### src/common/npf_defs.svh
// Constants of the NAND page flash host controller: command bytes,
// widths, timing in ns and derived cycle counts.
// Assumes a 40 ns system clock; included by bare name.
`ifndef NPF_DEFS_SVH
`define NPF_DEFS_SVH

// ****************************************************************
// Widths and buffering
// ****************************************************************
`define NPF_DATA_W 8
`define NPF_FIFO_DEPTH 4
`define NPF_ID_LEN 12'h002
`define NPF_ST_FAIL_BIT 0

// ****************************************************************
// Command bytes
// ****************************************************************
`define NPF_CB_READ 8'h00
`define NPF_CB_READ_GO 8'h30
`define NPF_CB_ID 8'h90
`define NPF_CB_RESET 8'hff
`define NPF_CB_PROG 8'h80
`define NPF_CB_PROG_GO 8'h10
`define NPF_CB_ERASE 8'h60
`define NPF_CB_ERASE_GO 8'hd0
`define NPF_CB_STATUS 8'h70

// ****************************************************************
// Timing
// ****************************************************************
`define NPF_CLK_NS 40
`define NPF_T_RC_NS 30
`define NPF_T_RC_CYC ((`NPF_T_RC_NS + `NPF_CLK_NS - 1) / `NPF_CLK_NS)
`define NPF_RD_PH 4
`define NPF_T_R_NS 25000
`define NPF_T_R_CYC (`NPF_T_R_NS / `NPF_CLK_NS)
`define NPF_T_PROG_NS 200000
`define NPF_T_PROG_CYC ((`NPF_T_PROG_NS + `NPF_CLK_NS - 1) / `NPF_CLK_NS)
`define NPF_T_BERS_NS 2000000
`define NPF_T_BERS_CYC ((`NPF_T_BERS_NS + `NPF_CLK_NS - 1) / `NPF_CLK_NS)
`define NPF_TIMEOUT_MULT 4
`define NPF_T_WB_NS 100
`define NPF_GAP_CYC ((`NPF_T_WB_NS + `NPF_CLK_NS - 1) / `NPF_CLK_NS)
`define NPF_T_WW_NS 100
`define NPF_WP_CYC ((`NPF_T_WW_NS + `NPF_CLK_NS - 1) / `NPF_CLK_NS)

`endif

### src/common/npf_pkg.sv
// Types of the NAND page flash host controller.
// Assumes nothing beyond a SystemVerilog compiler.
package npf_pkg;

  // ****************************************************************
  // Operations and controller states
  // ****************************************************************
  typedef enum logic [2:0] {
    OP_READ,
    OP_PROG,
    OP_ERASE,
    OP_ID,
    OP_RESET
  } npf_op_type;

  typedef enum logic [3:0] {
    S_IDLE,
    S_WPSET,
    S_CMD1,
    S_ADDR,
    S_DIN,
    S_CMD2,
    S_GAP,
    S_BUSY,
    S_DOUT,
    S_DONE
  } npf_state_type;

endpackage

### src/common/npf_stream_if.sv
// Valid/ready byte stream between the write FIFO and the controller.
// Assumes both ends sit on the same clock.
`timescale 1ns/1ps
`default_nettype none

// ****************************************************************
// Stream carrier
// ****************************************************************
interface npf_stream_if #(parameter int W = 8);
  logic [W-1:0] data;
  logic valid;
  logic ready;
  modport src (output data, output valid, input ready);
  modport snk (input data, input valid, output ready);
endinterface

`default_nettype wire

### src/design/npf_fifo.sv
// Small FIFO with registered ready and valid flags.
// Assumes one clock and an asynchronous active-low reset.
`timescale 1ns/1ps
`default_nettype none

// ****************************************************************
// FIFO
// ****************************************************************
module npf_fifo #(
  parameter int W = 8,
  parameter int D = 4
) (
  input wire logic i_clk,
  input wire logic i_rst_n,
  input wire logic [W-1:0] i_data,
  input wire logic i_valid,
  output logic o_ready,
  npf_stream_if.src o_q
);
  localparam int AW = $clog2(D);
  localparam int CW = $clog2(D + 1);

  logic [W-1:0] mem [D];
  logic [AW-1:0] wr_ptr, rd_ptr, next_wr, next_rd;
  logic [CW-1:0] count, next_count;
  logic valid, next_valid, next_ready;
  logic push, pop;

  // Flags are registered so the source sees ready from a flop
  assign push = i_valid & o_ready;
  assign pop = valid & o_q.ready;
  assign o_q.valid = valid;
  assign o_q.data = mem[rd_ptr];

  // Pointer and level arithmetic
  always_comb begin
    next_wr = wr_ptr;
    next_rd = rd_ptr;
    next_count = count;
    if (push) begin
      next_wr = (wr_ptr == AW'(D - 1)) ? '0 : wr_ptr + 1'b1;
    end
    if (pop) begin
      next_rd = (rd_ptr == AW'(D - 1)) ? '0 : rd_ptr + 1'b1;
    end
    case ({push, pop})
      2'b10: next_count = count + CW'(1);
      2'b01: next_count = count - CW'(1);
      default: next_count = count;
    endcase
    next_ready = (next_count != CW'(D));
    next_valid = (next_count != '0);
  end

  // Storage has no reset; only the flags, pointers and level need one
  always_ff @(posedge i_clk) begin
    if (push) begin
      mem[wr_ptr] <= i_data;
    end
  end

  always_ff @(posedge i_clk or negedge i_rst_n) begin
    if (!i_rst_n) begin
      wr_ptr <= '0;
      rd_ptr <= '0;
      count <= '0;
      valid <= 1'b0;
      o_ready <= 1'b1;
    end else begin
      wr_ptr <= next_wr;
      rd_ptr <= next_rd;
      count <= next_count;
      valid <= next_valid;
      o_ready <= next_ready;
    end
  end
endmodule

`default_nettype wire

### src/design/npf_host.sv
// Host controller for a byte-wide NAND page flash: runs read, program,
// erase, identification and reset sequences on the device pins.
// Assumes pins are asynchronous to I_CLK_SYS and that the board
// resolves the shared I/O lines and the wired ready/busy line.
//
// What this block does
// - Host read cycle never faster than 30 ns per byte.
// - Commands, addresses, data go over eight lines with strobes.
// - Write protect held low except around program and erase.
// - Ready/busy is wired open drain; low means busy.
// - Lines are captured on write strobe rise; keep them stable.
// - Address in five cycles for read and program (two column then three row), three row for erase, one for ID; pads low.
`timescale 1ns/1ps
`default_nettype none
`include "npf_defs.svh"

module npf_host #(
  parameter int P_PROG_LIMIT = `NPF_T_PROG_CYC * `NPF_TIMEOUT_MULT,
  parameter int P_ERASE_LIMIT = `NPF_T_BERS_CYC * `NPF_TIMEOUT_MULT
) (
  input wire logic I_CLK_SYS,
  input wire logic I_RST_N,
  input wire logic I_CMD_VALID,
  input wire npf_pkg::npf_op_type I_CMD_OP,
  input wire logic [11:0] I_CMD_COL,
  input wire logic [17:0] I_CMD_ROW,
  input wire logic [11:0] I_CMD_LEN,
  output logic O_CMD_READY,
  input wire logic [7:0] I_WR_DATA,
  input wire logic I_WR_VALID,
  output logic O_WR_READY,
  output logic [7:0] O_RD_DATA,
  output logic O_RD_VALID,
  output logic O_DONE,
  output logic O_FAIL,
  output logic O_TIMEOUT,
  input wire logic [7:0] I_IO,
  output logic [7:0] O_IO,
  output logic O_IO_OE,
  output logic O_CLE,
  output logic O_ALE,
  output logic O_CE_N,
  output logic O_WE_N,
  output logic O_RE_N,
  output logic O_WP_N,
  input wire logic I_READY_BUSY_N
);
  import npf_pkg::*;

  // ****************************************************************
  // Declarations
  // ****************************************************************
  npf_state_type state, next_state;
  npf_op_type op, next_op;
  logic [1:0] ph, next_ph;
  logic [19:0] cnt, next_cnt, limit;
  logic [11:0] byte_cnt, next_byte_cnt, len, next_len, out_len;
  logic [2:0] addr_idx, next_addr_idx, addr_last;
  logic [11:0] col, next_col;
  logic [17:0] row, next_row;
  logic stat, next_stat, next_fail, next_tout, next_done;
  logic next_cmd_ready, next_rd_valid, next_io_oe, next_cle, next_ale;
  logic next_ce_n, next_we_n, next_re_n, next_wp_n;
  logic [7:0] next_rd_data, next_io_out, wbyte;
  logic [7:0] io_s1, io_s2;
  logic rb_s1, rb_s2;
  logic take, wr_state, modify;

  npf_stream_if #(.W(`NPF_DATA_W)) wr_q ();

  // ****************************************************************
  // Write data buffer
  // ****************************************************************
  npf_fifo #(.W(`NPF_DATA_W), .D(`NPF_FIFO_DEPTH)) u_fifo (
    .i_clk(I_CLK_SYS),
    .i_rst_n(I_RST_N),
    .i_data(I_WR_DATA),
    .i_valid(I_WR_VALID),
    .o_ready(O_WR_READY),
    .o_q(wr_q)
  );
  assign wr_q.ready = take;

  // ****************************************************************
  // Pin synchronisers
  // ****************************************************************
  // Two flops each; the read data and busy line are asynchronous
  always_ff @(posedge I_CLK_SYS or negedge I_RST_N) begin
    if (!I_RST_N) begin
      io_s1 <= 8'h00;
      io_s2 <= 8'h00;
      rb_s1 <= 1'b0;
      rb_s2 <= 1'b0;
    end else begin
      io_s1 <= I_IO;
      io_s2 <= io_s1;
      rb_s1 <= I_READY_BUSY_N;
      rb_s2 <= rb_s1;
    end
  end

  // ****************************************************************
  // Sequencer
  // ****************************************************************
  // Per-operation selections
  assign modify = (op == OP_PROG) || (op == OP_ERASE);
  assign addr_last = (op == OP_ID) ? 3'd0 : 3'd4;
  assign out_len = stat ? 12'h001 : (op == OP_ID) ? `NPF_ID_LEN : len;
  assign wr_state = (state == S_CMD1) || (state == S_CMD2) ||
                    (state == S_ADDR) || (state == S_DIN);
  assign limit = stat || (op == OP_READ) || (op == OP_ID) ?
                 20'(`NPF_T_R_CYC) :
                 (op == OP_PROG) ? 20'(P_PROG_LIMIT) :
                 20'(P_ERASE_LIMIT);

  // Byte placed on the lines during a write cycle
  always_comb begin
    wbyte = 8'h00;
    case (state)
      S_CMD1: begin
        if (stat) begin
          wbyte = `NPF_CB_STATUS;
        end else begin
          case (op)
            OP_PROG: wbyte = `NPF_CB_PROG;
            OP_ERASE: wbyte = `NPF_CB_ERASE;
            OP_ID: wbyte = `NPF_CB_ID;
            OP_RESET: wbyte = `NPF_CB_RESET;
            default: wbyte = `NPF_CB_READ;
          endcase
        end
      end
      S_CMD2: begin
        case (op)
          OP_PROG: wbyte = `NPF_CB_PROG_GO;
          OP_ERASE: wbyte = `NPF_CB_ERASE_GO;
          default: wbyte = `NPF_CB_READ_GO;
        endcase
      end
      S_ADDR: begin
        case (addr_idx)
          3'd0: wbyte = col[7:0];
          3'd1: wbyte = {4'h0, col[11:8]};
          3'd2: wbyte = row[7:0];
          3'd3: wbyte = row[15:8];
          default: wbyte = {6'h00, row[17:16]};
        endcase
      end
      S_DIN: wbyte = wr_q.data;
      default: wbyte = 8'h00;
    endcase
  end

  // Next-state logic; strobes idle and lines released by default
  always_comb begin
    next_state = state;
    next_op = op;
    next_ph = ph;
    next_cnt = cnt;
    next_byte_cnt = byte_cnt;
    next_addr_idx = addr_idx;
    next_col = col;
    next_row = row;
    next_len = len;
    next_stat = stat;
    next_fail = O_FAIL;
    next_tout = O_TIMEOUT;
    next_done = 1'b0;
    next_rd_data = O_RD_DATA;
    next_rd_valid = 1'b0;
    next_io_out = O_IO;
    next_io_oe = 1'b0;
    next_cle = 1'b0;
    next_ale = 1'b0;
    next_ce_n = O_CE_N;
    next_we_n = 1'b1;
    next_re_n = 1'b1;
    next_wp_n = O_WP_N;
    take = 1'b0;
    // Three-phase write cycle: setup, strobe low, strobe high (hold)
    if (wr_state) begin
      next_io_oe = 1'b1;
      next_cle = (state == S_CMD1) || (state == S_CMD2);
      next_ale = (state == S_ADDR);
      case (ph)
        2'd0: begin
          if ((state != S_DIN) || wr_q.valid) begin
            next_io_out = wbyte;
            next_ph = 2'd1;
            take = (state == S_DIN);
          end
        end
        2'd1: begin
          next_we_n = 1'b0;
          next_ph = 2'd2;
        end
        default: next_ph = 2'd0;
      endcase
    end
    case (state)
      S_IDLE: begin
        if (I_CMD_VALID) begin
          next_op = I_CMD_OP;
          next_col = (I_CMD_OP == OP_ID) ? 12'h000 : I_CMD_COL;
          next_row = (I_CMD_OP == OP_ID) ? 18'h0_0000 : I_CMD_ROW;
          next_len = I_CMD_LEN;
          next_stat = 1'b0;
          next_fail = 1'b0;
          next_tout = 1'b0;
          next_ph = 2'd0;
          next_cnt = 20'h0_0000;
          next_ce_n = 1'b0;
          if ((I_CMD_OP == OP_PROG) || (I_CMD_OP == OP_ERASE)) begin
            next_wp_n = 1'b1;
            next_state = S_WPSET;
          end else begin
            next_state = S_CMD1;
          end
        end
      end
      S_WPSET: begin
        // Protection released ahead of the first command byte
        if (cnt == 20'(`NPF_WP_CYC - 1)) begin
          next_cnt = 20'h0_0000;
          next_state = S_CMD1;
        end else begin
          next_cnt = cnt + 20'h0_0001;
        end
      end
      S_CMD1: begin
        if (ph == 2'd2) begin
          next_addr_idx = (op == OP_ERASE) ? 3'd2 : 3'd0;
          if (stat || (op == OP_RESET)) begin
            next_state = S_GAP;
          end else begin
            next_state = S_ADDR;
          end
        end
      end
      S_ADDR: begin
        if (ph == 2'd2) begin
          next_byte_cnt = 12'h000;
          if (addr_idx != addr_last) begin
            next_addr_idx = addr_idx + 3'd1;
          end else if (op == OP_ID) begin
            next_state = S_GAP;
          end else if ((op == OP_PROG) && (len != 12'h000)) begin
            next_state = S_DIN;
          end else begin
            next_state = S_CMD2;
          end
        end
      end
      S_DIN: begin
        if (ph == 2'd2) begin
          if (byte_cnt == len - 12'h001) begin
            next_state = S_CMD2;
          end else begin
            next_byte_cnt = byte_cnt + 12'h001;
          end
        end
      end
      S_CMD2: begin
        if (ph == 2'd2) begin
          next_state = S_GAP;
        end
      end
      S_GAP: begin
        // Busy may not show yet, and the synchroniser adds delay
        if (cnt == 20'(`NPF_GAP_CYC - 1)) begin
          next_cnt = 20'h0_0000;
          next_state = S_BUSY;
        end else begin
          next_cnt = cnt + 20'h0_0001;
        end
      end
      S_BUSY: begin
        if (rb_s2) begin
          next_cnt = 20'h0_0000;
          next_byte_cnt = 12'h000;
          next_ph = 2'd0;
          if (modify && !stat) begin
            next_stat = 1'b1;
            next_state = S_CMD1;
          end else if (op == OP_RESET) begin
            next_state = S_DONE;
          end else begin
            next_state = S_DOUT;
          end
        end else if (cnt == limit) begin
          // A hung device must not lock the controller up
          next_tout = 1'b1;
          next_state = S_DONE;
        end else begin
          next_cnt = cnt + 20'h0_0001;
        end
      end
      S_DOUT: begin
        // Four clocks per byte keeps well above the least read cycle
        case (ph)
          2'd0: begin
            if (byte_cnt == out_len) begin
              next_state = S_DONE;
            end else begin
              next_re_n = 1'b0;
              next_ph = 2'd1;
            end
          end
          2'd1: begin
            next_re_n = 1'b0;
            next_ph = 2'd2;
          end
          2'd2: next_ph = 2'd3;
          default: begin
            if (stat) begin
              next_fail = io_s2[`NPF_ST_FAIL_BIT];
            end else begin
              next_rd_data = io_s2;
              next_rd_valid = 1'b1;
            end
            next_byte_cnt = byte_cnt + 12'h001;
            next_ph = 2'd0;
          end
        endcase
      end
      S_DONE: begin
        next_done = 1'b1;
        next_ce_n = 1'b1;
        next_wp_n = 1'b0;
        next_state = S_IDLE;
      end
      default: next_state = S_IDLE;
    endcase
    next_cmd_ready = (next_state == S_IDLE);
  end

  // State and pin registers
  always_ff @(posedge I_CLK_SYS or negedge I_RST_N) begin
    if (!I_RST_N) begin
      state <= S_IDLE;
      op <= OP_READ;
      ph <= 2'd0;
      cnt <= 20'h0_0000;
      byte_cnt <= 12'h000;
      addr_idx <= 3'd0;
      col <= 12'h000;
      row <= 18'h0_0000;
      len <= 12'h000;
      stat <= 1'b0;
      O_FAIL <= 1'b0;
      O_TIMEOUT <= 1'b0;
      O_DONE <= 1'b0;
      O_CMD_READY <= 1'b1;
      O_RD_DATA <= 8'h00;
      O_RD_VALID <= 1'b0;
      O_IO <= 8'h00;
      O_IO_OE <= 1'b0;
      O_CLE <= 1'b0;
      O_ALE <= 1'b0;
      O_CE_N <= 1'b1;
      O_WE_N <= 1'b1;
      O_RE_N <= 1'b1;
      O_WP_N <= 1'b0;
    end else begin
      state <= next_state;
      op <= next_op;
      ph <= next_ph;
      cnt <= next_cnt;
      byte_cnt <= next_byte_cnt;
      addr_idx <= next_addr_idx;
      col <= next_col;
      row <= next_row;
      len <= next_len;
      stat <= next_stat;
      O_FAIL <= next_fail;
      O_TIMEOUT <= next_tout;
      O_DONE <= next_done;
      O_CMD_READY <= next_cmd_ready;
      O_RD_DATA <= next_rd_data;
      O_RD_VALID <= next_rd_valid;
      O_IO <= next_io_out;
      O_IO_OE <= next_io_oe;
      O_CLE <= next_cle;
      O_ALE <= next_ale;
      O_CE_N <= next_ce_n;
      O_WE_N <= next_we_n;
      O_RE_N <= next_re_n;
      O_WP_N <= next_wp_n;
    end
  end
endmodule

`default_nettype wire

### config.mk
export PLATFORM = sky130hd
export DESIGN_NAME = npf_host
export DESIGN_NICKNAME = d
export VERILOG_FILES = /design/src/common/npf_pkg.sv /design/src/common/npf_stream_if.sv /design/src/design/npf_fifo.sv /design/src/design/npf_host.sv
export VERILOG_INCLUDE_DIRS = /design/src /design/src/common
export SDC_FILE = /design/constraint.sdc
export NUM_CORES = 1
export LEC_CHECK = 0
export ABC_AREA = 1
export BUFFER_PORTS_ARGS = -buffer_cell sky130_fd_sc_hd__buf_4
export CAP_MARGIN = 10
export CORE_AREA = 3 3 135 137
export DETAILED_ROUTE_END_ITERATION = 16
export DIE_AREA = 0 0 138 140
export PLACE_DENSITY = 0.85
export SYNTH_ARGS = -nofsm -noshare
export SYNTH_HDL_FRONTEND = slang
export SYNTH_HIERARCHICAL = 1
export SYNTH_SLANG_ARGS = --single-unit
export TNS_END_PERCENT = 30
### constraint.sdc
create_clock -name I_CLK_SYS -period 2.64 [get_ports I_CLK_SYS]
set_input_delay 0.132 -clock I_CLK_SYS [delete_from_list [all_inputs] [get_ports I_CLK_SYS]]
set_output_delay 0.132 -clock I_CLK_SYS [all_outputs]
set_load 0.02 [all_outputs]
=== Yosys cells after proc, flatten, opt, wreduce, memory -nomap -nowiden ===
Memories as Yosys holds them, arrays and structs flattened.
Index checks and enable logic that the tools add are counted.

* Add/subtract/negate cells: 8
* Multiply operators: 0
* Divide/modulo/power cells: 0
* Order comparisons: 0
* Equality and inequality tests: 46
* Shifts and indexed selects: 0
* Muxes and demuxes: 90
* Bitwise logic cells: 4
* Reduce and logical (&&, ||, !) cells: 38

{| class="wikitable"
|+ Operators by type and width
! kind !! number
|-
| $mux 12 || 8
|-
| $pmux 8 s4 || 3
|-
| $mux 20 || 4
|-
| $pmux 20 s3 || 1
|-
| $mux 4 || 14
|-
| $mux 18 || 3
|-
| $pmux 12 s4 || 1
|-
| $pmux 4 s9 || 1
|-
| $mux 1 || 27
|-
| $eq 12x12->1 || 2
|-
| $add 20x1->20 const B || 1
|-
| $eq 20x18->1 || 1
|-
| $eq 20x2->1 const B || 1
|-
| $mux 2 || 10
|-
| $eq 3x2->1 const B || 6
|-
| $ne 2x2->1 const B || 9
|-
| $eq 4x3->1 const B || 4
|-
| $pmux 8 s2 || 1
|-
| $reduce_and 4->1 || 4
|-
| $mux 3 || 5
|-
| $add 12x1->12 const B || 1
|-
| $pmux 1 s2 || 6
|-
| $pmux 2 s3 || 2
|-
| $pmux 3 s2 || 2
|-
| other kinds (34) || 69
|}

* Register bits: 142
* Bits in latches: 0
* Memory bits (writable): 32
* Bits in read-only memories: 0
* Input bits: 66
* Output and inout bits: 29
* Logic and storage cells: 220
* Memories: 1

{| class="wikitable"
|+ Memories
! name !! words !! bits a word !! rd ports !! clocked after Yosys merged registers in !! wr ports !! RTL line !! source
|-
| u_fifo.mem || 4 || 8 || 1 || 0 || 1 || npf_fifo.sv:23 || <nowiki>logic [W-1:0] mem [D];</nowiki>
|}

=== Depth between registers and ports, before layout ===
* Word-level depth: 9
* Gate-level depth with buffers: 16

=== Hierarchy ===
The synthesis kept the hierarchy.

{| class="wikitable"
|+ Modules (own cells, without submodules)
! module !! instances !! cells each !! area an instance (um2) !! sequential area each (um2)
|-
| npf_host || 1 || 1,023 || 7,573.5 || 3,333.2
|-
| npf_fifo || 1 || 135 || 1,773.0 || 1,187.4
|}

=== Least setup slack after synthesis ===
OpenSTA, ideal clock, no wires.

* Kind: register -> register
* Start: register state[1]
* End: register u_fifo.valid, in the netlist u_fifo/o_q.valid
* Setup time: 0.126 ns
* Arrival time: 2.092 ns
* Required time: 2.514 ns
* Setup slack: 0.422 ns
* Cell stages (with the launch flop): 14
* Buffers on the path: 0
* Period minus slack after synthesis: 2.218 ns
* Cells stage by stage: dfrtp_1 -> nor2_2 -> nand2_1 -> clkinv_1 -> nand2_1 -> nor2_1 -> nand2_1 -> inv_1 -> ha_1 -> fa_1 -> nand2_1 -> nand2_1 -> nor2_1 -> nand3_1

* Longest elaborated chain between the ends: 9

{| class="wikitable"
|+ Ends and longest elaborated chain
! item !! RTL line !! source
|-
| start: declaration || npf_host.sv:53 || <nowiki>npf_state_type state, next_state;</nowiki>
|-
| start signal: assignment || npf_host.sv:365 || <nowiki>state <= next_state;</nowiki>
|-
| $ne 4x3->1, or another cell as far along || npf_host.sv:187 || <nowiki>if ((state != S_DIN) || wr_q.valid) begin</nowiki>
|-
| $logic_or 1x1->1 (on tied branches) || npf_host.sv:187, npf_host.sv:109 ||
|-
| $mux 1 or $logic_or 1x1->1 (tied branches) || npf_host.sv:187, npf_host.sv:109 ||
|-
| $mux 1 or $logic_or 1x1->1 (tied branches) || npf_host.sv:185, npf_host.sv:110 ||
|-
| $mux 1 * || npf_host.sv:181 || <nowiki>if (wr_state) begin</nowiki>
|-
| via take || npf_host.sv:67 || <nowiki>logic take, wr_state, modify;</nowiki>
|-
| $and 1x1->1 * || npf_fifo.sv:31 || <nowiki>assign pop = valid & o_q.ready;</nowiki>
|-
| $eq 2x1->1 or $eq 2x2->1 (tied branches) || npf_fifo.sv:46 || <nowiki>case ({push, pop})</nowiki>
|-
| $pmux 3 s2 * || npf_fifo.sv:46 ||
|-
| via u_fifo.next_count[1] || npf_fifo.sv:25 || <nowiki>logic [CW-1:0] count, next_count;</nowiki>
|-
| $reduce_bool 3->1 * || npf_fifo.sv:52 || <nowiki>next_valid = (next_count != '0);</nowiki>
|-
| via u_fifo.next_valid || npf_fifo.sv:26 || <nowiki>logic valid, next_valid, next_ready;</nowiki>
|-
| end signal: assignment || npf_fifo.sv:73 || <nowiki>valid <= next_valid;</nowiki>
|-
| end: declaration || npf_fifo.sv:26 ||
|}

Mark *: on every way through the listed nets, which the timed path passes. The rest lies on a longest branch.
A chain may end at the register's enable or synchronous reset.

=== Final worst setup path ===
* Start: register ph[0]
* End: register u_fifo.valid, in the netlist u_fifo/o_q.valid

* Longest elaborated chain between the ends: 7

{| class="wikitable"
|+ Ends and longest elaborated chain
! item !! RTL line !! source
|-
| start: declaration || npf_host.sv:55 || <nowiki>logic [1:0] ph, next_ph;</nowiki>
|-
| start signal: assignment || npf_host.sv:367 || <nowiki>ph <= next_ph;</nowiki>
|-
| $logic_not 2->1 * || npf_host.sv:185 || <nowiki>case (ph)</nowiki>
|-
| $mux 1 * || npf_host.sv:185 ||
|-
| $mux 1 * || npf_host.sv:181 ||
|-
| via take || npf_host.sv:67 ||
|-
| $and 1x1->1 * || npf_fifo.sv:31 ||
|-
| $eq 2x1->1 or $eq 2x2->1 (tied branches) || npf_fifo.sv:46 ||
|-
| $pmux 3 s2 * || npf_fifo.sv:46 ||
|-
| via u_fifo.next_count[1] || npf_fifo.sv:25 ||
|-
| $reduce_bool 3->1 * || npf_fifo.sv:52 ||
|-
| via u_fifo.next_valid || npf_fifo.sv:26 ||
|}

Marks and branches as above.

==> flow_summary.ini <==
[sta]
fmax_ghz = 0.411
whs_ns = 0.0117
drv_slew = 0
worstMarginPinSlew_ns = 0.906
finalCriticalPeriod_ns = 2.43
finalHoldViolCount = 0
maxSlewHeadroom = 0.396
fin_crit_sh = 0.921
setup_viol = 0
setup_tns_ns = 0
rsz0062_at_grt = no
clock_skew_ns = 0.0144

[synthesis]
synth_seq_cells = 174
synth-edff-count = 32
ys.flop_type = dfrtp_1
synthArstFlopShare = 0.816
syn_avg_cell_area_um2 = 8.07
yosysWarningCount = 6
synth-seq-area-share = 0.484
postSynthCellCount = 1158
yosysUniqueCellTypes = 55
synth_fp_nets = 1244
syn_area_um2 = 9350

[clocking]
cts_max_level = 4
cts.sinks = 174
cts_tree = built
root_buffer = clkbuf_16
clock_latency_ns = 0.43
numCtsBuffers = 17
clk_pin_slew_worst_paths_ns = 0.07
cts_buffer_depth = 2

[layout]
fin_nets = 1406
utilization = 0.668
final_common_cell = nand2_1
final_cell_mix = 314 x nand2_1, 137 x dfrtp_1, 123 x inv_1
area_delta_synth_final_pct = 22.8
fin_cells = 1561
fillers = 1407
drive_gt1_frac = 0.155

[setup_path]
criticalPathCategory = reg2reg
cp_max_fo = 5
crit_arrival_ns = 2.74
cp.required_ns = 2.95
end_kind = flop
cp-start-kind = flop

[global_route]
gr-usage-all-layers = 0.264
grt_pass1_vias = 8527
grt_max_degree = 100
antenna_found_initial = 3
overflow = 0
grt_pass1_wl_um = 41500

[power]
p_leak_nw = 5.32
cellPowerDensity_nw_per_um2 = 517
ir_drop_v = 0.000491

[floorplan]
die_h_um = 140
die_w_um = 138
dieArea_um2 = 19300
core_um2 = 17200
start_util = 0.544
io_pins = 95
row_count = 48

[placed_design]
gp_congestion = 0.931
io_buffers = 94
dp.cells = 1466
dp_hpwl_um = 17200

[detailed_routing]
wl_per_cell_um = 16.6
wl_um = 26000
post-route-drc-count = 0
vias = 8725
vias_per_cell = 5.59
antenna_left = 0
drtPass1Iterations = 5
drtIter0Drc = 664

[status]
status = completed

[hold_path]
holdCritPathClass = in2reg

[run]
cap_violations = 0
==> layout make-up <==
type	instances	area [um^2]	area share
Clock inverter	14	133	0.0116
Inverter	135	514	0.0448
Clock buffer	18	429	0.0374
Antenna cell	3	7.51	0.000654
Multi-Input combinational cell	821	4140	0.361
Tap cell	225	282	0.0245
Sequential cell	174	4520	0.394
Timing Repair Buffer	171	1450	0.126
==> power by group <==
group / internal (mW) / leakage, nW / switching [mW]
clock network: 1.24 / 0.271 / 1.13
logic: 0.247 / 3.08 / 0.319
registers: 2.92 / 1.97 / 0.0811
==> cell families after synthesis <==
group | count (synthesis) | share of synthesized area
AND/OR/NAND/NOR | 602 | 0.276
buffers and inverters | 163 | 0.0742
AO/OA/AOI/OAI | 173 | 0.114
adder cells (fa/ha/maj) | 20 | 0.0276
XOR/XNOR | 26 | 0.0244
flip-flops | 174 | 0.484
==> synth_stat cells (all sizes together), types with 2 or more instances <==
master | instances | share of area
o211ai | 6 | 0.0059
ha | 19 | 0.025
dfrtp | 137 | 0.37
clkbuf | 12 | 0.0054
edfxtp | 32 | 0.10
o221ai | 4 | 0.0037
nand3 | 92 | 0.050
xor2 | 22 | 0.021
nor3 | 27 | 0.016
nor4 | 2 | 0.0020
o21ai | 100 | 0.054
o31ai | 3 | 0.0024
a21oi | 29 | 0.016
a41oi | 7 | 0.0066
inv | 134 | 0.055
o22ai | 15 | 0.015
nand4 | 16 | 0.011
dfstp | 5 | 0.014
o2111ai | 2 | 0.0019
nor2 | 138 | 0.062
xnor2 | 4 | 0.0037
nand3b | 4 | 0.0032
buf | 16 | 0.014
nand2 | 321 | 0.13
==> routing by layer <==
metal  global-route usage  vias to the layer above  share of wire
li1                     -                     4130              -
met1                0.339                     4104           0.41
met2                0.441                      420           0.48
met3               0.0557                       71          0.078
met4                0.106                        0          0.031
met5                    0                        -              0
==> registers in the layout, indices dropped and copies added, names as in the netlist, 3 cells and up <==
| name | cells |
|---|---|
| byte_cnt | 12 |
| io_s1 | 8 |
| len | 12 |
| O_RD_DATA | 8 |
| io_s2 | 8 |
| cnt | 20 |
| col | 12 |
| op | 3 |
| u_fifo/count | 3 |
| O_IO | 8 |
| u_fifo/mem | 32 |
| row | 18 |
| addr_idx | 3 |
| state | 4 |
==> path summary, 6_finish.rpt <==
path	startpoint	to	slack [ns]	cells past startpoint
worst max-delay path	ph[0]	u_fifo/o_q.valid	0.21	12
worst min-delay path	I_CMD_COL[6]	col[6]	0.01	3
worst max register to register	ph[0]	u_fifo/o_q.valid	0.21	12
worst min register to register	io_s1[5]	io_s2[5]	0.35	0
max in group asynchronous	I_RST_N	op[1]	1.50	3
min in group asynchronous	I_RST_N	byte_cnt[8]	0.39	2
==> critical path, stage by stage (launching register included) <==
cell and delay [ns]:
dfrtp_1 0.41, inv_1 0.15, ha_2 0.24, inv_1 0.10, nor2_1 0.17, nand2_1 0.08, inv_1 0.16, ha_2 0.24
fa_1 0.41, nand2_1 0.07, nand2_1 0.06, nor2_1 0.14, nand3_1 0.09
==> through the flow <==
stage | setup WS (ns) | cell area [um^2] | power, mW
after floorplan | 0.422 | 9350 | 3.27
final | 0.208 | 11500 | 5.94
after global placement | 0.306 | 10300 | 3.51
after detailed placement | 0.198 | 10300 | 3.54
after CTS | 0.188 | 11500 | 5.96
after global routing | 0.0257 | 11500 | 6.17
==> timing repair <==
action,CTS,global route
buffers inserted,0,0
setup endpoints to repair,0,2
hold buffers,60,0
endpoints found under the hold margin,176,0
resized for setup,0,3
No activity file was read; power rests on OpenSTA's default activity.
